`config.mk`:
```
export PLATFORM = sky130hd
export DESIGN_NAME = rcfa_core
export DESIGN_NICKNAME = d
export VERILOG_FILES = /design/src/shared/rcfa_pkg.sv /design/src/hdl/rcfa_core.sv /design/src/hdl/rcfa_alu.sv
export SDC_FILE = /design/constraint.sdc
export NUM_CORES = 1
export LEC_CHECK = 0
export BUFFER_PORTS_ARGS = -buffer_cell sky130_fd_sc_hd__clkbuf_2
export CAP_MARGIN = 5
export CELL_PAD_IN_SITES_DETAIL_PLACEMENT = 1
export CELL_PAD_IN_SITES_GLOBAL_PLACEMENT = 1
export CORE_ASPECT_RATIO = 1.2
export CORE_MARGIN = 4
export CORE_UTILIZATION = 45
export CTS_CLUSTER_SIZE = 12
export DETAILED_ROUTE_END_ITERATION = 16
export GPL_ROUTABILITY_DRIVEN = 1
export MAX_ROUTING_LAYER = met4
export PLACE_DENSITY = 0.84
export SLEW_MARGIN = 10
export SYNTH_ARGS = -nofsm -noshare
export SYNTH_HDL_FRONTEND = slang
export SYNTH_SLANG_ARGS = --single-unit
```
`constraint.sdc`:
```
create_clock -name CLK_IN -period 5.3 [get_ports CLK_IN]
set_clock_uncertainty 0.2 [all_clocks]
set_input_delay 0.53 -clock CLK_IN [delete_from_list [all_inputs] [get_ports CLK_IN]]
set_output_delay 0.53 -clock CLK_IN [all_outputs]
set_load 0.02 [all_outputs]
```
`src/shared/rcfa_pkg.sv`:
```
package rcfa_pkg;

  // Widths of the core buses
  localparam int PC_W = 10;
  localparam int IW   = 14;
  localparam int DW   = 8;
  localparam int FA_W = 7;

  // Program space size; 1K words, set mask to 10'h1FF for the 512 variant
  localparam logic [9:0]  PMEM_MASK = 10'h3FF;
  localparam logic [9:0]  PC_RESET  = 10'h000;

  // Instruction classes in word bits 13:12
  localparam logic [1:0]  CLS_BYTE = 2'h0;
  localparam logic [1:0]  CLS_RSVD = 2'h1;
  localparam logic [1:0]  CLS_GOTO = 2'h2;
  localparam logic [1:0]  CLS_LIT  = 2'h3;

  // Field positions inside the instruction word
  localparam int CLS_HI  = 13;
  localparam int CLS_LO  = 12;
  localparam int OP_HI   = 11;
  localparam int OP_LO   = 8;
  localparam int DEST_B  = 7;

  // Operation codes in word bits 11:8
  localparam logic [3:0]  OP_MOVWF = 4'h0;
  localparam logic [3:0]  OP_CLR   = 4'h1;
  localparam logic [3:0]  OP_SUB   = 4'h2;
  localparam logic [3:0]  OP_DEC   = 4'h3;
  localparam logic [3:0]  OP_IOR   = 4'h4;
  localparam logic [3:0]  OP_AND   = 4'h5;
  localparam logic [3:0]  OP_XOR   = 4'h6;
  localparam logic [3:0]  OP_ADD   = 4'h7;
  localparam logic [3:0]  OP_MOV   = 4'h8;
  localparam logic [3:0]  OP_COM   = 4'h9;
  localparam logic [3:0]  OP_INC   = 4'hA;
  localparam logic [3:0]  OP_RRF   = 4'hB;
  localparam logic [3:0]  OP_RLF   = 4'hC;
  localparam logic [3:0]  OP_SWAP  = 4'hD;
  localparam logic [3:0]  OP_NOP   = 4'hE;
  localparam logic [3:0]  OP_RSVD  = 4'hF;

  localparam logic [13:0] INSN_NOP = 14'h0E00;

  // Core registers mapped into the data space
  localparam logic [6:0]  ADDR_INDIRECT = 7'h00;
  localparam logic [6:0]  ADDR_PCL      = 7'h01;
  localparam logic [6:0]  ADDR_STATUS   = 7'h02;
  localparam logic [6:0]  ADDR_FSR      = 7'h03;

  // Flag positions in the status register
  localparam int ST_C  = 0;
  localparam int ST_DC = 1;
  localparam int ST_Z  = 2;

  localparam logic [7:0]  W_RESET     = 8'h00;
  localparam logic [7:0]  FSR_RESET   = 8'h00;
  localparam logic [2:0]  FLAGS_RESET = 3'h0;

  typedef enum logic [1:0] {
    PIPE_RUN   = 2'b01,
    PIPE_FLUSH = 2'b10
  } rcfa_pipe_e;

  typedef struct packed {
    rcfa_pipe_e  pipe;
    logic [9:0]  pc;
    logic [13:0] ir;
    logic [6:0]  rd_addr;
    logic [7:0]  w;
    logic [2:0]  flags;
    logic [7:0]  fsr;
    logic [6:0]  wr_addr;
    logic [7:0]  wr_data;
    logic        wr_en;
  } rcfa_state_s;

  localparam rcfa_state_s STATE_RESET = '{
    pipe:    PIPE_RUN,
    pc:      PC_RESET,
    ir:      INSN_NOP,
    rd_addr: 7'h00,
    w:       W_RESET,
    flags:   FLAGS_RESET,
    fsr:     FSR_RESET,
    wr_addr: 7'h00,
    wr_data: 8'h00,
    wr_en:   1'b0
  };

endpackage

```
`src/hdl/rcfa_core.sv`:
```
`timescale 1ns/10ps
module rcfa_core (
  input  wire logic        CLK_IN,           // Core clock
  input  wire logic        RST_IN,           // Async reset, active high
  output logic      [9:0]  PMEM_ADDR_OUT,    // Fetch address
  input  wire logic [13:0] PMEM_DATA_IN,     // Word at fetch address
  output logic      [6:0]  DMEM_RD_ADDR_OUT, // Data read address
  input  wire logic [7:0]  DMEM_RDATA_IN,    // Byte at read address
  output logic      [6:0]  DMEM_WR_ADDR_OUT, // Data write address
  output logic      [7:0]  DMEM_WDATA_OUT,   // Data write byte
  output logic             DMEM_WE_OUT,      // Data write strobe
  output logic      [7:0]  W_OUT,            // Accumulator value
  output logic      [2:0]  FLAGS_OUT,        // Zero, half carry, carry
  output logic             EXEC_VALID_OUT    // Execute slot holds real work
);

  rcfa_pkg::rcfa_state_s cur;
  rcfa_pkg::rcfa_state_s nxt;

  logic [1:0] cls;
  logic [3:0] op;
  logic       dest_file;
  logic [7:0] lit;
  logic [9:0] exec_pc;
  logic [7:0] file_val;
  logic [7:0] dmem_val;
  logic [7:0] alu_b;
  logic [7:0] alu_res;
  logic       alu_c;
  logic       alu_dc;
  logic       alu_z;
  logic       upd_c;
  logic       upd_dc;
  logic       upd_z;
  logic       fw_en;
  logic [7:0] fw_data;
  logic       branch;
  logic [9:0] branch_pc;

  // Addresses served by the core instead of data memory
  function automatic logic is_core_reg(input logic [6:0] a);
    return (a == rcfa_pkg::ADDR_INDIRECT) || (a == rcfa_pkg::ADDR_PCL) ||
           (a == rcfa_pkg::ADDR_STATUS) || (a == rcfa_pkg::ADDR_FSR);
  endfunction

  // Indirect slot resolves to the pointer's low seven bits
  function automatic logic [6:0] resolve(input logic [6:0] a,
                                         input logic [7:0] ptr);
    return (a == rcfa_pkg::ADDR_INDIRECT) ? ptr[6:0] : a;
  endfunction

  // Instruction fields of the word in the execute slot
  assign cls       = cur.ir[rcfa_pkg::CLS_HI:rcfa_pkg::CLS_LO];
  assign op        = cur.ir[rcfa_pkg::OP_HI:rcfa_pkg::OP_LO];
  assign dest_file = cur.ir[rcfa_pkg::DEST_B];
  assign lit       = cur.ir[7:0];
  assign exec_pc   = cur.pc - 10'h001;

  // Write lags one cycle, so a read of the same byte is forwarded
  assign dmem_val = (cur.wr_en && (cur.wr_addr == cur.rd_addr)) ?
                    cur.wr_data : DMEM_RDATA_IN;

  always_comb begin
    file_val = dmem_val;
    if (is_core_reg(cur.rd_addr)) begin
      case (cur.rd_addr)
        rcfa_pkg::ADDR_PCL:    file_val = exec_pc[7:0];
        rcfa_pkg::ADDR_STATUS: file_val = {5'h00, cur.flags};
        rcfa_pkg::ADDR_FSR:    file_val = cur.fsr;
        default:               file_val = 8'h00;
      endcase
    end
  end

  // second operand is file or literal
  assign alu_b = (cls == rcfa_pkg::CLS_LIT) ? lit : file_val;

  rcfa_alu u_alu (
    .op_in      (op),
    .lit_in     (cls == rcfa_pkg::CLS_LIT),
    .w_in       (cur.w),
    .b_in       (alu_b),
    .carry_in   (cur.flags[rcfa_pkg::ST_C]),
    .res_out    (alu_res),
    .c_out      (alu_c),
    .dc_out     (alu_dc),
    .z_out      (alu_z),
    .upd_c_out  (upd_c),
    .upd_dc_out (upd_dc),
    .upd_z_out  (upd_z)
  );

  // Execute the word in the slot and fetch the next one
  always_comb begin
    nxt       = cur;
    nxt.wr_en = 1'b0;
    nxt.pipe  = rcfa_pkg::PIPE_RUN;
    fw_en     = 1'b0;
    fw_data   = alu_res;
    branch    = 1'b0;
    branch_pc = cur.pc;
    case (cur.pipe)
      rcfa_pkg::PIPE_RUN: begin
        case (cls)
          rcfa_pkg::CLS_GOTO: begin
            branch    = 1'b1;
            branch_pc = cur.ir[9:0];
          end
          rcfa_pkg::CLS_LIT: begin
            if (op != rcfa_pkg::OP_NOP && op != rcfa_pkg::OP_RSVD) begin
              nxt.w = alu_res;
            end
          end
          rcfa_pkg::CLS_BYTE: begin
            if (op == rcfa_pkg::OP_MOVWF) begin
              fw_en = 1'b1;
            end else if (op != rcfa_pkg::OP_NOP &&
                         op != rcfa_pkg::OP_RSVD) begin
              if (dest_file) begin
                fw_en = 1'b1;
              end else begin
                nxt.w = alu_res;
              end
            end
          end
          default: ;
        endcase
      end
      rcfa_pkg::PIPE_FLUSH: ;
      default: ;
    endcase

    // every file address except 0 (indirect slot) takes a write
    if (fw_en) begin
      case (cur.rd_addr)
        rcfa_pkg::ADDR_STATUS: nxt.flags = fw_data[2:0];
        rcfa_pkg::ADDR_FSR:    nxt.fsr   = fw_data;
        // writing the PC low byte branches
        rcfa_pkg::ADDR_PCL: begin
          branch    = 1'b1;
          branch_pc = {exec_pc[9:8], fw_data};
        end
        rcfa_pkg::ADDR_INDIRECT: ;
        default: begin
          nxt.wr_en   = 1'b1;
          nxt.wr_addr = cur.rd_addr;
          nxt.wr_data = fw_data;
        end
      endcase
    end

    // flags after any status write
    // Reserved class and no-op codes must leave the flags untouched
    if (cur.pipe == rcfa_pkg::PIPE_RUN &&
        (cls == rcfa_pkg::CLS_BYTE || cls == rcfa_pkg::CLS_LIT) &&
        op != rcfa_pkg::OP_NOP && op != rcfa_pkg::OP_RSVD) begin
      if (upd_c) begin
        nxt.flags[rcfa_pkg::ST_C] = alu_c;
      end
      if (upd_dc) begin
        nxt.flags[rcfa_pkg::ST_DC] = alu_dc;
      end
      if (upd_z) begin
        nxt.flags[rcfa_pkg::ST_Z] = alu_z;
      end
    end

    if (branch) begin
      nxt.pc      = branch_pc & rcfa_pkg::PMEM_MASK;
      nxt.ir      = rcfa_pkg::INSN_NOP;
      nxt.rd_addr = 7'h00;
      nxt.pipe    = rcfa_pkg::PIPE_FLUSH;
    end else begin
      nxt.pc      = (cur.pc + 10'h001) & rcfa_pkg::PMEM_MASK;
      nxt.ir      = PMEM_DATA_IN;
      nxt.rd_addr = resolve(PMEM_DATA_IN[6:0], nxt.fsr);
    end
  end

  // Single state register for the whole core
  always_ff @(posedge CLK_IN or posedge RST_IN) begin
    if (RST_IN) begin
      cur <= rcfa_pkg::STATE_RESET;
    end else begin
      cur <= nxt;
    end
  end

  // Outputs straight from state flops
  assign PMEM_ADDR_OUT    = cur.pc;
  assign DMEM_RD_ADDR_OUT = cur.rd_addr;
  assign DMEM_WR_ADDR_OUT = cur.wr_addr;
  assign DMEM_WDATA_OUT   = cur.wr_data;
  assign DMEM_WE_OUT      = cur.wr_en;
  assign W_OUT            = cur.w;
  assign FLAGS_OUT        = cur.flags;
  assign EXEC_VALID_OUT   = cur.pipe[0]; // One-hot run bit

endmodule

```
`src/hdl/rcfa_alu.sv`:
```
`timescale 1ns/10ps
module rcfa_alu (
  input  wire logic [3:0] op_in,      // Operation code
  input  wire logic       lit_in,     // Literal class instruction
  input  wire logic [7:0] w_in,       // Working accumulator
  input  wire logic [7:0] b_in,       // File value or literal
  input  wire logic       carry_in,   // Current carry flag
  output logic      [7:0] res_out,    // Result byte
  output logic            c_out,      // Carry or inverted borrow
  output logic            dc_out,     // Half carry or inverted borrow
  output logic            z_out,      // Result is zero
  output logic            upd_c_out,  // Carry flag to be updated
  output logic            upd_dc_out, // Half carry to be updated
  output logic            upd_z_out   // Zero flag to be updated
);

  logic [7:0] add_x;
  logic [7:0] add_y;
  logic       add_ci;
  logic [8:0] sum;
  logic [4:0] nib;

  // Shared adder; subtraction adds the complement plus one
  always_comb begin
    add_x  = w_in;
    add_y  = b_in;
    add_ci = 1'b0;
    case (op_in)
      rcfa_pkg::OP_SUB: begin
        add_x  = b_in;
        add_y  = ~w_in;
        add_ci = 1'b1;
      end
      rcfa_pkg::OP_INC: begin
        add_x  = b_in;
        add_y  = 8'h00;
        add_ci = 1'b1;
      end
      rcfa_pkg::OP_DEC: begin
        add_x  = b_in;
        add_y  = 8'hFF;
        add_ci = 1'b0;
      end
      default: ;
    endcase
  end

  assign sum = {1'b0, add_x} + {1'b0, add_y} + {8'h00, add_ci};
  assign nib = {1'b0, add_x[3:0]} + {1'b0, add_y[3:0]} + {4'h0, add_ci};

  // Result select and flag enables
  always_comb begin
    res_out    = b_in;
    c_out      = carry_in;
    dc_out     = nib[4];
    upd_c_out  = 1'b0;
    upd_dc_out = 1'b0;
    upd_z_out  = 1'b1;
    case (op_in)
      rcfa_pkg::OP_MOVWF: begin
        res_out   = w_in;
        upd_z_out = 1'b0;
      end
      rcfa_pkg::OP_CLR:  res_out = 8'h00;
      rcfa_pkg::OP_ADD, rcfa_pkg::OP_SUB: begin
        res_out    = sum[7:0];
        c_out      = sum[8];
        upd_c_out  = 1'b1;
        upd_dc_out = 1'b1;
      end
      rcfa_pkg::OP_INC, rcfa_pkg::OP_DEC: res_out = sum[7:0];
      rcfa_pkg::OP_IOR:  res_out = w_in | b_in;
      rcfa_pkg::OP_AND:  res_out = w_in & b_in;
      rcfa_pkg::OP_XOR:  res_out = w_in ^ b_in;
      // Literal load leaves flags alone, file move sets zero
      rcfa_pkg::OP_MOV:  upd_z_out = ~lit_in;
      rcfa_pkg::OP_COM:  res_out = ~b_in;
      rcfa_pkg::OP_RRF: begin
        res_out   = {carry_in, b_in[7:1]};
        c_out     = b_in[0];
        upd_c_out = 1'b1;
        upd_z_out = 1'b0;
      end
      rcfa_pkg::OP_RLF: begin
        res_out   = {b_in[6:0], carry_in};
        c_out     = b_in[7];
        upd_c_out = 1'b1;
        upd_z_out = 1'b0;
      end
      rcfa_pkg::OP_SWAP: begin
        res_out   = {b_in[3:0], b_in[7:4]};
        upd_z_out = 1'b0;
      end
      default: upd_z_out = 1'b0;
    endcase
    z_out = (res_out == 8'h00);
  end

endmodule

```
# == Word-level counts from Yosys, hierarchy flattened ==
# Index checks and enable logic that the tools add are counted.
# word_totals
in_bits,24
output_inout_bits,45
ff_bits,68
elab_cells,118
# classes
n_addsub,6
eq_ne,27
muxes,41
bitwise_logic,7
reduce_logical,25
# op_table
cell,count
one-hot mux 8 bit (10 select lines),1
2-to-1 mux 8 bit,9
one-hot mux 8 bit (3 select lines),2
2-to-1 mux 10 bit,4
2-to-1 mux 31 bit,1
2-to-1 mux 27 bit,1
== test 4 bit (second input constant),6
== test 4 x 3 -> 1 bit (second input constant),4
2-to-1 mux 16 bit,1
NOT 8 bit,2
one-hot mux 8 bit (2 select lines),1
2-to-1 mux 1 bit,15
== test 7 x 2 -> 1 bit (second input constant),2
logical NOT 7 bit,2
OR reduction 4 bit,3
adder 10 x 1 -> 10 bit (second input constant),1
subtractor 10 x 1 -> 10 bit (second input constant),1
adder 8 x 8 -> 9 bit,1
adder 9 x 1 -> 9 bit,1
OR reduction 9 bit,1
AND 8 bit,1
== test 4 x 2 -> 1 bit (second input constant),2
logical NOT 8 bit,1
inequality test 2 bit (second input constant),4
other kinds (26),39

# == Logic depth before layout (Yosys ltp) ==
# Gate-level depths: netlist of the first run.
# logic_depth
depth_word,14
depth_mapped,20

# == Hierarchy ==
# Synthesis of the first run repeated with hierarchy kept, for this count alone.
# hier_totals
cells_unflattened,654
hier_area_um2,5649.2
# by_module_without_submodules
mod,seq_area_each_um2,area_each_um2,n_inst,cells_each
rcfa_core,1706.6,3804.9,1,375
rcfa_alu,0.0,1844.3,1,279

# == Worst setup path before layout of the first run ==
# OpenSTA, ideal clock, no wires.
# synth_timing
kind,reg-to-reg
startpoint,register cur[51] (netlist bit)
endpoint,"register cur, in the netlist FLAGS_OUT[2]"
stages_incl_launch_ff,18
period_less_slack_ns,4.667
setup_slack_ns,0.633
path_buffers,4
arrival_ns,4.364
path_cell_list,dfstp_2 clkbuf_1 clkbuf_1 clkbuf_1 nand3b_1 clkbuf_1 nor2_1 a21oi_1 fa_1 fa_1 xor2_1 o22ai_1 a22o_1 a221o_1 a21oi_1 a32oi_1 or4_1 o41ai_2
# synth_rtl
item,line_no,rtl
"start, declared",rcfa_core.sv:17,rcfa_pkg::rcfa_state_s cur;
"start signal, assigned",rcfa_core.sv:183,cur <= rcfa_pkg::STATE_RESET;
"start signal, assigned",rcfa_core.sv:185,cur <= nxt;

==> results of run 1 <==
Yosys cell counts, types with 6 or more instances:
cell	n
dfrtp_1	64
nand2_1	64
nor2_1	54
o21ai_0	50
buf_4	44
a21oi_1	36
inv_1	30
ha_1	28
clkbuf_1	22
mux2_2	22
nand3_1	16
xnor2_1	15
and3_1	14
nand2b_1	11
o22ai_1	11
a31oi_1	9
buf_2	8
nor3_1	8
mux2i_1	7
xor2_1	7
a22oi_1	6
o211ai_1	6
o22a_1	6
area by class of cell:
type / count / area share
multi-input combinational: 474 / 0.5282
sequential: 68 / 0.2825
timing repair buffer: 96 / 0.09114
clock buffer: 9 / 0.03728
tap: 157 / 0.03252
inverter: 32 / 0.01988
clock inverter: 7 / 0.008492
flip-flops by register name (all words and copies together) (netlist names):
signal / cells
EXEC_VALID_OUT: 1
W_OUT: 8
cls: 2
DMEM_WE_OUT: 1
DMEM_WDATA_OUT: 8
DMEM_RD_ADDR_OUT: 7
DMEM_WR_ADDR_OUT: 7
FLAGS_OUT: 3
PMEM_ADDR_OUT: 10
cur: 21
metrics by stage:
| stage | hold slack (ns) | utilization | total power, mW | cell area [µm²] |
|---|---|---|---|---|
| after floorplan | 0.2822 | - | 2.053 | 5478 |
| after global placement | 0.2960 | 0.4915 | 2.397 | 5764 |
| after detailed placement | 0.3062 | 0.4915 | 2.454 | 5764 |
| after CTS | 0.1814 | 0.5150 | 3.039 | 6041 |
| after global routing | 0.1911 | 0.5150 | 3.230 | 6041 |
| final | 0.1875 | 0.5150 | 3.041 | 6041 |
worst max-delay path: stages, from the launching register on:
cell and delay, ns:
dfrtp_1 0.45, or4_4 0.61, o21ai_2 0.23, a31oi_1 0.14, a211oi_4 0.46, inv_1 0.23
a32oi_1 0.24, ha_1 0.32, o21ai_0 0.12, a21oi_1 0.07, o21a_1 0.19, o41ai_1 0.33
xor2_1 0.23, o22ai_1 0.10, o22a_1 0.22, or4_1 0.44, o41ai_2 0.28
power breakdown:
group | internal [mW] | switching, mW
registers | 0.675 | 0.241
clock network | 0.319 | 0.248
logic | 0.598 | 0.960
how the worst min path moves through the flow:
stage                     startpoint      end  slack, ns  cells after the start
finish              PMEM_DATA_IN[11]  cur[53]       0.19                      2
global route        PMEM_DATA_IN[11]  cur[53]       0.19                      2
CTS                 PMEM_DATA_IN[11]  cur[53]       0.18                      2
detailed placement           cur[16]  cur[16]       0.31                      1
global placement             cur[23]  cur[23]       0.30                      1
floorplan                    cur[23]  cur[23]       0.28                      1
cell families (layout without fill, tap and decap cells):
logic type / Yosys count / after routing / share of synthesized area
flops: 68 / 68 / 0.3116
mux: 30 / 30 / 0.06007
fa+ha+maj: 30 / 30 / 0.07127
buf+inv: 108 / 144 / 0.1060
simple gates: 210 / 210 / 0.1891
compound gates: 182 / 182 / 0.2268
xor+xnor: 22 / 22 / 0.03518
layer usage:
layer  global-route usage  vias up  part of all wire
met5                    -        -                 0
met4               0.1568        0             0.054
met3              0.04767       74             0.055
met2               0.5282      213              0.52
met1               0.3429     2668              0.37
li1                     -     2362                 -
==> run metrics, run 1 <==
Top FF cell, synth dfrtp_1; Final HPWL DP 15.47 mm; Tmin final between 4 and 5 ns; Slew HR 0.1686; WL/cell 23.81 µm; Num CTS Buffers 9; GR Overflow Total 0; Synth Cell Area approximately 5500 µm²; total number of vias around 5300; Final ANT Viol Nets 0; Crit Reg-Reg Endpoint FLAGS_OUT[2]; Worst EP arrival 5.00 ns; Detailed Routing Iterations Pass 1 5; number of synthesized register bits slightly below 70; max frequency about 200 MHz; synth unique cells 71; clk root buf clkbuf_16; multi-input combinational cell area roughly 3200 µm²; Setup crit end FLAGS_OUT[2]; setup bufs post-CTS 0; CTS hold repair buffers 0; register area about 1700 µm²; count of final setup violators 0; Clock Latency Late Sink approximately 0.34 ns; fin crit share 0.9361; Post-synth EDFFs 0; Worst Reg-to-Reg Cells 16; worst slew pin tran ~1.2 ns; Max VDD drop 0.2726 mV; TritonCTS clock tree yes; Final nets ~740; initial core utilization 0.4670; # IOs between 60 and 70; Critical path origin DMEM_RD_ADDR_OUT[3]; final worst setup slack about 0.34 ns; initial antenna violation count 0; power per cell area 503.4 nW/µm²; Fin. Hold Viols 0; synth top area cells dfrtp_1 29%, ha_1 6.4%, buf_4 6.0%, o21ai_0 4.6%, mux2_2 4.5%; Bufs on Longest Clock Path 2; commonest non-fill, non-tap cell in the layout clkbuf_2; most frequent cells in the layout 68 x clkbuf_2, 64 x dfrtp_1, 64 x nand2_1; Synth Area per Inst ~8.4 µm²; die area between 10000 and 15000 µm²; FP Rows 43; reg2reg start DMEM_RD_ADDR_OUT[3]; # fillers about 1500; GP Congestion 1.046; clk slew on worst S/H paths approximately 0.060 ns; Global Route Usage Sum 0.3073; final setup TNS 0 ns; Post-synth ARST share 1.000; Yosys Warn Count 0; Post-Route WL 20.07 mm; WS Path Type reg2reg; Post-Syn Instances 650; DRC violations left 0; core area 11730 µm²; Ant. Diodes 0; Vias/cell approximately 6.3; max-cap violations 0; Synth top area share 0.2924; flop-to-flop setup slack 0.34 ns; global-route wire length before repair ~32 mm; worst-path maximum fanout 6; register area share after synthesis 0.3116; post-placement cell count about 830; CTS Sinks between 60 and 70; fraction of layout cells with a size suffix above 1 0.2318; H-tree depth 3; count of pins over their slew limit 0; DP Worst Slack roughly 0.43 ns; die width 108.7 µm; Hold Crit Class in2reg; RSZ-0062 raised after global routing no; Leak approximately 2.7 nW; CP Capture Type flop; Syn-to-layout area delta 10.28%; area leader, netlist dfrtp_1; vias in the first global route around 5600; CP Launch Type flop; largest net degree at the start of global routing about 70; IO buf count just under 70; die height about 130 µm; status finished, final reports clean; DRT iter0 DRCs 296; Crit path required time roughly 5.3 ns; post-cts sizing count 0; syn nets a little over 700; final std cells w/o fill about 840
Note: power is estimated with default switching activity, not from simulation.
==> run 2, diff against run 1 <==
Settings changed: HOLD_SLACK_MARGIN set to 0.15, PLACE_DENSITY 0.84 to 0.83, SYNTH_HIERARCHICAL set to 1.
==> run metrics, run 2 <==
IO buf count 68 (unchanged); count of final setup violators 0 (unchanged); commonest non-fill, non-tap cell in the layout clkbuf_2; most common cell in the synthesized netlist dfrtp_1; Worst Reg-to-Reg Cells 15 (-1); Yosys Warn Count 6 (+6); fin crit share 0.9438 (+0.007693); register area share after synthesis 0.3021 (-0.009454); reg2reg start DMEM_RD_ADDR_OUT[3]; Syn-to-layout area delta 10.41%; Synth top area share 0.2835 (-0.008871); number of synthesized register bits 68 (unchanged); status finished, final reports clean; critical-path cell list or4_4, nor2_2, nor2_1, a21oi_1, inv_1, o21ai_0, inv_1, fa_1, nand2b_1, a21oi_1, xor2_1, a211o_1, a21boi_1, mux2_2, a31o_1; Bufs on Longest Clock Path 2 (unchanged); CP Capture Type flop; worst hold stages 2 (unchanged); setup bufs post-CTS 0 (unchanged); WL/cell 23.82 µm (about the same); Biggest register cur; DRT iter0 DRCs 328 (+11%); Clock Latency Late Sink 0.34 ns (about the same); Worst EP arrival 5.03 ns (+0.03 ns); FP Rows 44 (+2.3%); GP Congestion 1.023 (-2.2%); clk slew on worst S/H paths 0.06 ns (about the same); CTS Sinks 68 (unchanged); Synth Cell Area 5649 µm² (+3.1%); CP Launch Type flop; Final nets 737 (+0.27%); worst slew pin tran 1.141 ns (-0.09436 ns); Min-Delay Endpoint cur[51]; synth top area cells dfrtp_1 28%, mux2_2 6.6%, ha_1 6.2%, buf_4 5.8%, nand2_1 4.1%; Hold Crit Class in2reg; largest net degree at the start of global routing 69 (unchanged); slowest CP cell or4_4; max reg flops 21 (unchanged); flop-to-flop setup slack 0.30 ns (-0.04 ns); Post-Route WL 20.23 mm (+0.79%); die width 110.3 µm (+1.4%); Top FF cell, synth dfrtp_1; TritonCTS clock tree yes; WS Path Type reg2reg; Ant. Diodes 0 (unchanged); initial core utilization 0.4622 (-0.004813); Tmin final 5.002 ns (+0.04078 ns); Critical Path Stages 15 (-1); clk root buf clkbuf_16; DRC violations left 0 (unchanged); vias in the first global route 5617 (+0.32%); die height 130.7 µm (+1.5%); post-placement cell count 833 (+0.73%); worst-path maximum fanout 7 (+1); Crit Reg-Reg Endpoint DMEM_RD_ADDR_OUT[4]; most frequent cells in the layout 68 x clkbuf_2, 64 x dfrtp_1, 61 x nand2_1; core area 12220 µm² (+4.2%); RSZ-0062 raised after global routing no; Max VDD drop 0.2975 mV (+9.1%); global-route wire length before repair 31.80 mm (-0.13%); # IOs 69 (unchanged); Buf/Inv on CP 2 (+1); max frequency 199.9 MHz (-0.82%); H-tree depth 3 (unchanged); fraction of layout cells with a size suffix above 1 0.2442 (+0.01241); count of pins over their slew limit 0 (unchanged); area leader, netlist dfrtp_1; # fillers 1482 (-0.74%); Top delay family on crit path compound AO/OA/AOI/OAI gates; Post-synth EDFFs 0 (unchanged); final setup TNS 0 ns (unchanged); Final HPWL DP 15.02 mm (-2.9%); die area 14420 µm² (+2.9%); Global Route Usage Sum 0.3028 (-0.004469); Post-Syn Instances 654 (+0.62%); Num CTS Buffers 9 (unchanged); initial antenna violation count 0 (unchanged); hold_sp PMEM_DATA_IN[9]; Detailed Routing Iterations Pass 1 5 (unchanged); power per cell area 512.3 nW/µm² (+1.8%); Fin. Hold Viols 0 (unchanged); Vias/cell 6.079 (-3.6%); Post-synth ARST share 1.000 (unchanged); Crit path required time 5.33 ns (about the same); Hold WS 0.1848 ns (-0.002679 ns); synth unique cells 79 (+11%); Leak 2.831 nW (+4.9%); syn nets 708 (+0.57%); Final ANT Viol Nets 0 (unchanged); Synth Area per Inst 8.638 µm² (+2.5%); total number of vias 5161 (-2.9%); GR Overflow Total 0 (unchanged); max-cap violations 0 (unchanged); Synth top cells by count 64 x dfrtp_1, 61 x nand2_1, 48 x nor2_1, 44 x buf_4; Slew HR 0.2311 (+0.06246); final std cells w/o fill 849 (+0.71%); CP max stage delay 0.57 ns (-0.04 ns)
## run 2: cell types whose count changed after synthesis, moves of 7 or more
cell	delta
inv_1	+9
mux2_2	+11
and3_1	-10
buf_2	+7
clkbuf_1	-8
and2_1	+11
o21ai_0	-11
## run 2: worst max-delay path by stage
stage | end | from | slack, ns
2_1_floorplan | FLAGS_OUT[1] | DMEM_RD_ADDR_OUT[0] | 0.58
3_3_place_gp | DMEM_RD_ADDR_OUT[4] | DMEM_RD_ADDR_OUT[3] | 0.66
3_5_place_dp | DMEM_RD_ADDR_OUT[4] | DMEM_RD_ADDR_OUT[3] | 0.35
4_1_cts | DMEM_RD_ADDR_OUT[4] | DMEM_RD_ADDR_OUT[3] | 0.23
5_1_grt | DMEM_RD_ADDR_OUT[6] | DMEM_RD_ADDR_OUT[3] | 0.04
6_report | DMEM_RD_ADDR_OUT[4] | DMEM_RD_ADDR_OUT[3] | 0.30
## run 2: through the flow
step                setup WS [ns]  power (mW)  cell area (µm²)    util
floorplan                  0.5844       2.127             5649       -
global placement           0.6578       2.461             5906  0.4832
detailed placement         0.3535       2.512             5906  0.4832
CTS                        0.2349       3.192             6231  0.5098
global route              0.04295       3.396             6237  0.5103
finish                     0.2978       3.195             6237  0.5103
## run 2: logic make-up after synthesis
group | Yosys count | synth area share
buf+inv | 116 | 0.1110
flops | 68 | 0.3021
mux | 47 | 0.09103
simple gates | 207 | 0.1880
compound gates | 161 | 0.2000
fa+ha+maj | 30 | 0.06910
xor+xnor | 25 | 0.03876
## run 2: area by class of cell
type                       count  area [µm²]  area share
multi-input combinational    470        3322      0.5326
sequential                    68        1707      0.2736
timing repair buffer          93       528.0     0.08465
clock buffer                  10       239.0     0.03831
tap                          161       201.4     0.03230
inverter                      41       153.9     0.02467
clock inverter                 6       86.33     0.01384
## run 2: where the power goes
part | leakage (nW) | total (mW) | switching, mW | internal [mW]
clock | 0.159 | 0.652 | 0.228 | 0.424
sequential | 0.830 | 0.935 | 0.258 | 0.676
combinational | 1.84 | 1.61 | 0.980 | 0.629
## run 2: what timing repair did
action,CTS,global route
gates resized for setup,0,1
setup endpoints to repair,0,2
hold endpoints to repair,0,0
hold buffers,0,0
## run 2: metal layers
layer / share of wire / GRT usage / routed length [µm] / vias up
met1: 0.39 / 0.3450 / 7817 / 2579
met2: 0.51 / 0.5079 / 10370 / 173
li1: - / - / - / 2333
met4: 0.059 / 0.1783 / 1198 / 0
met5: 0 / - / 0 / -
met3: 0.042 / 0.03833 / 840 / 76
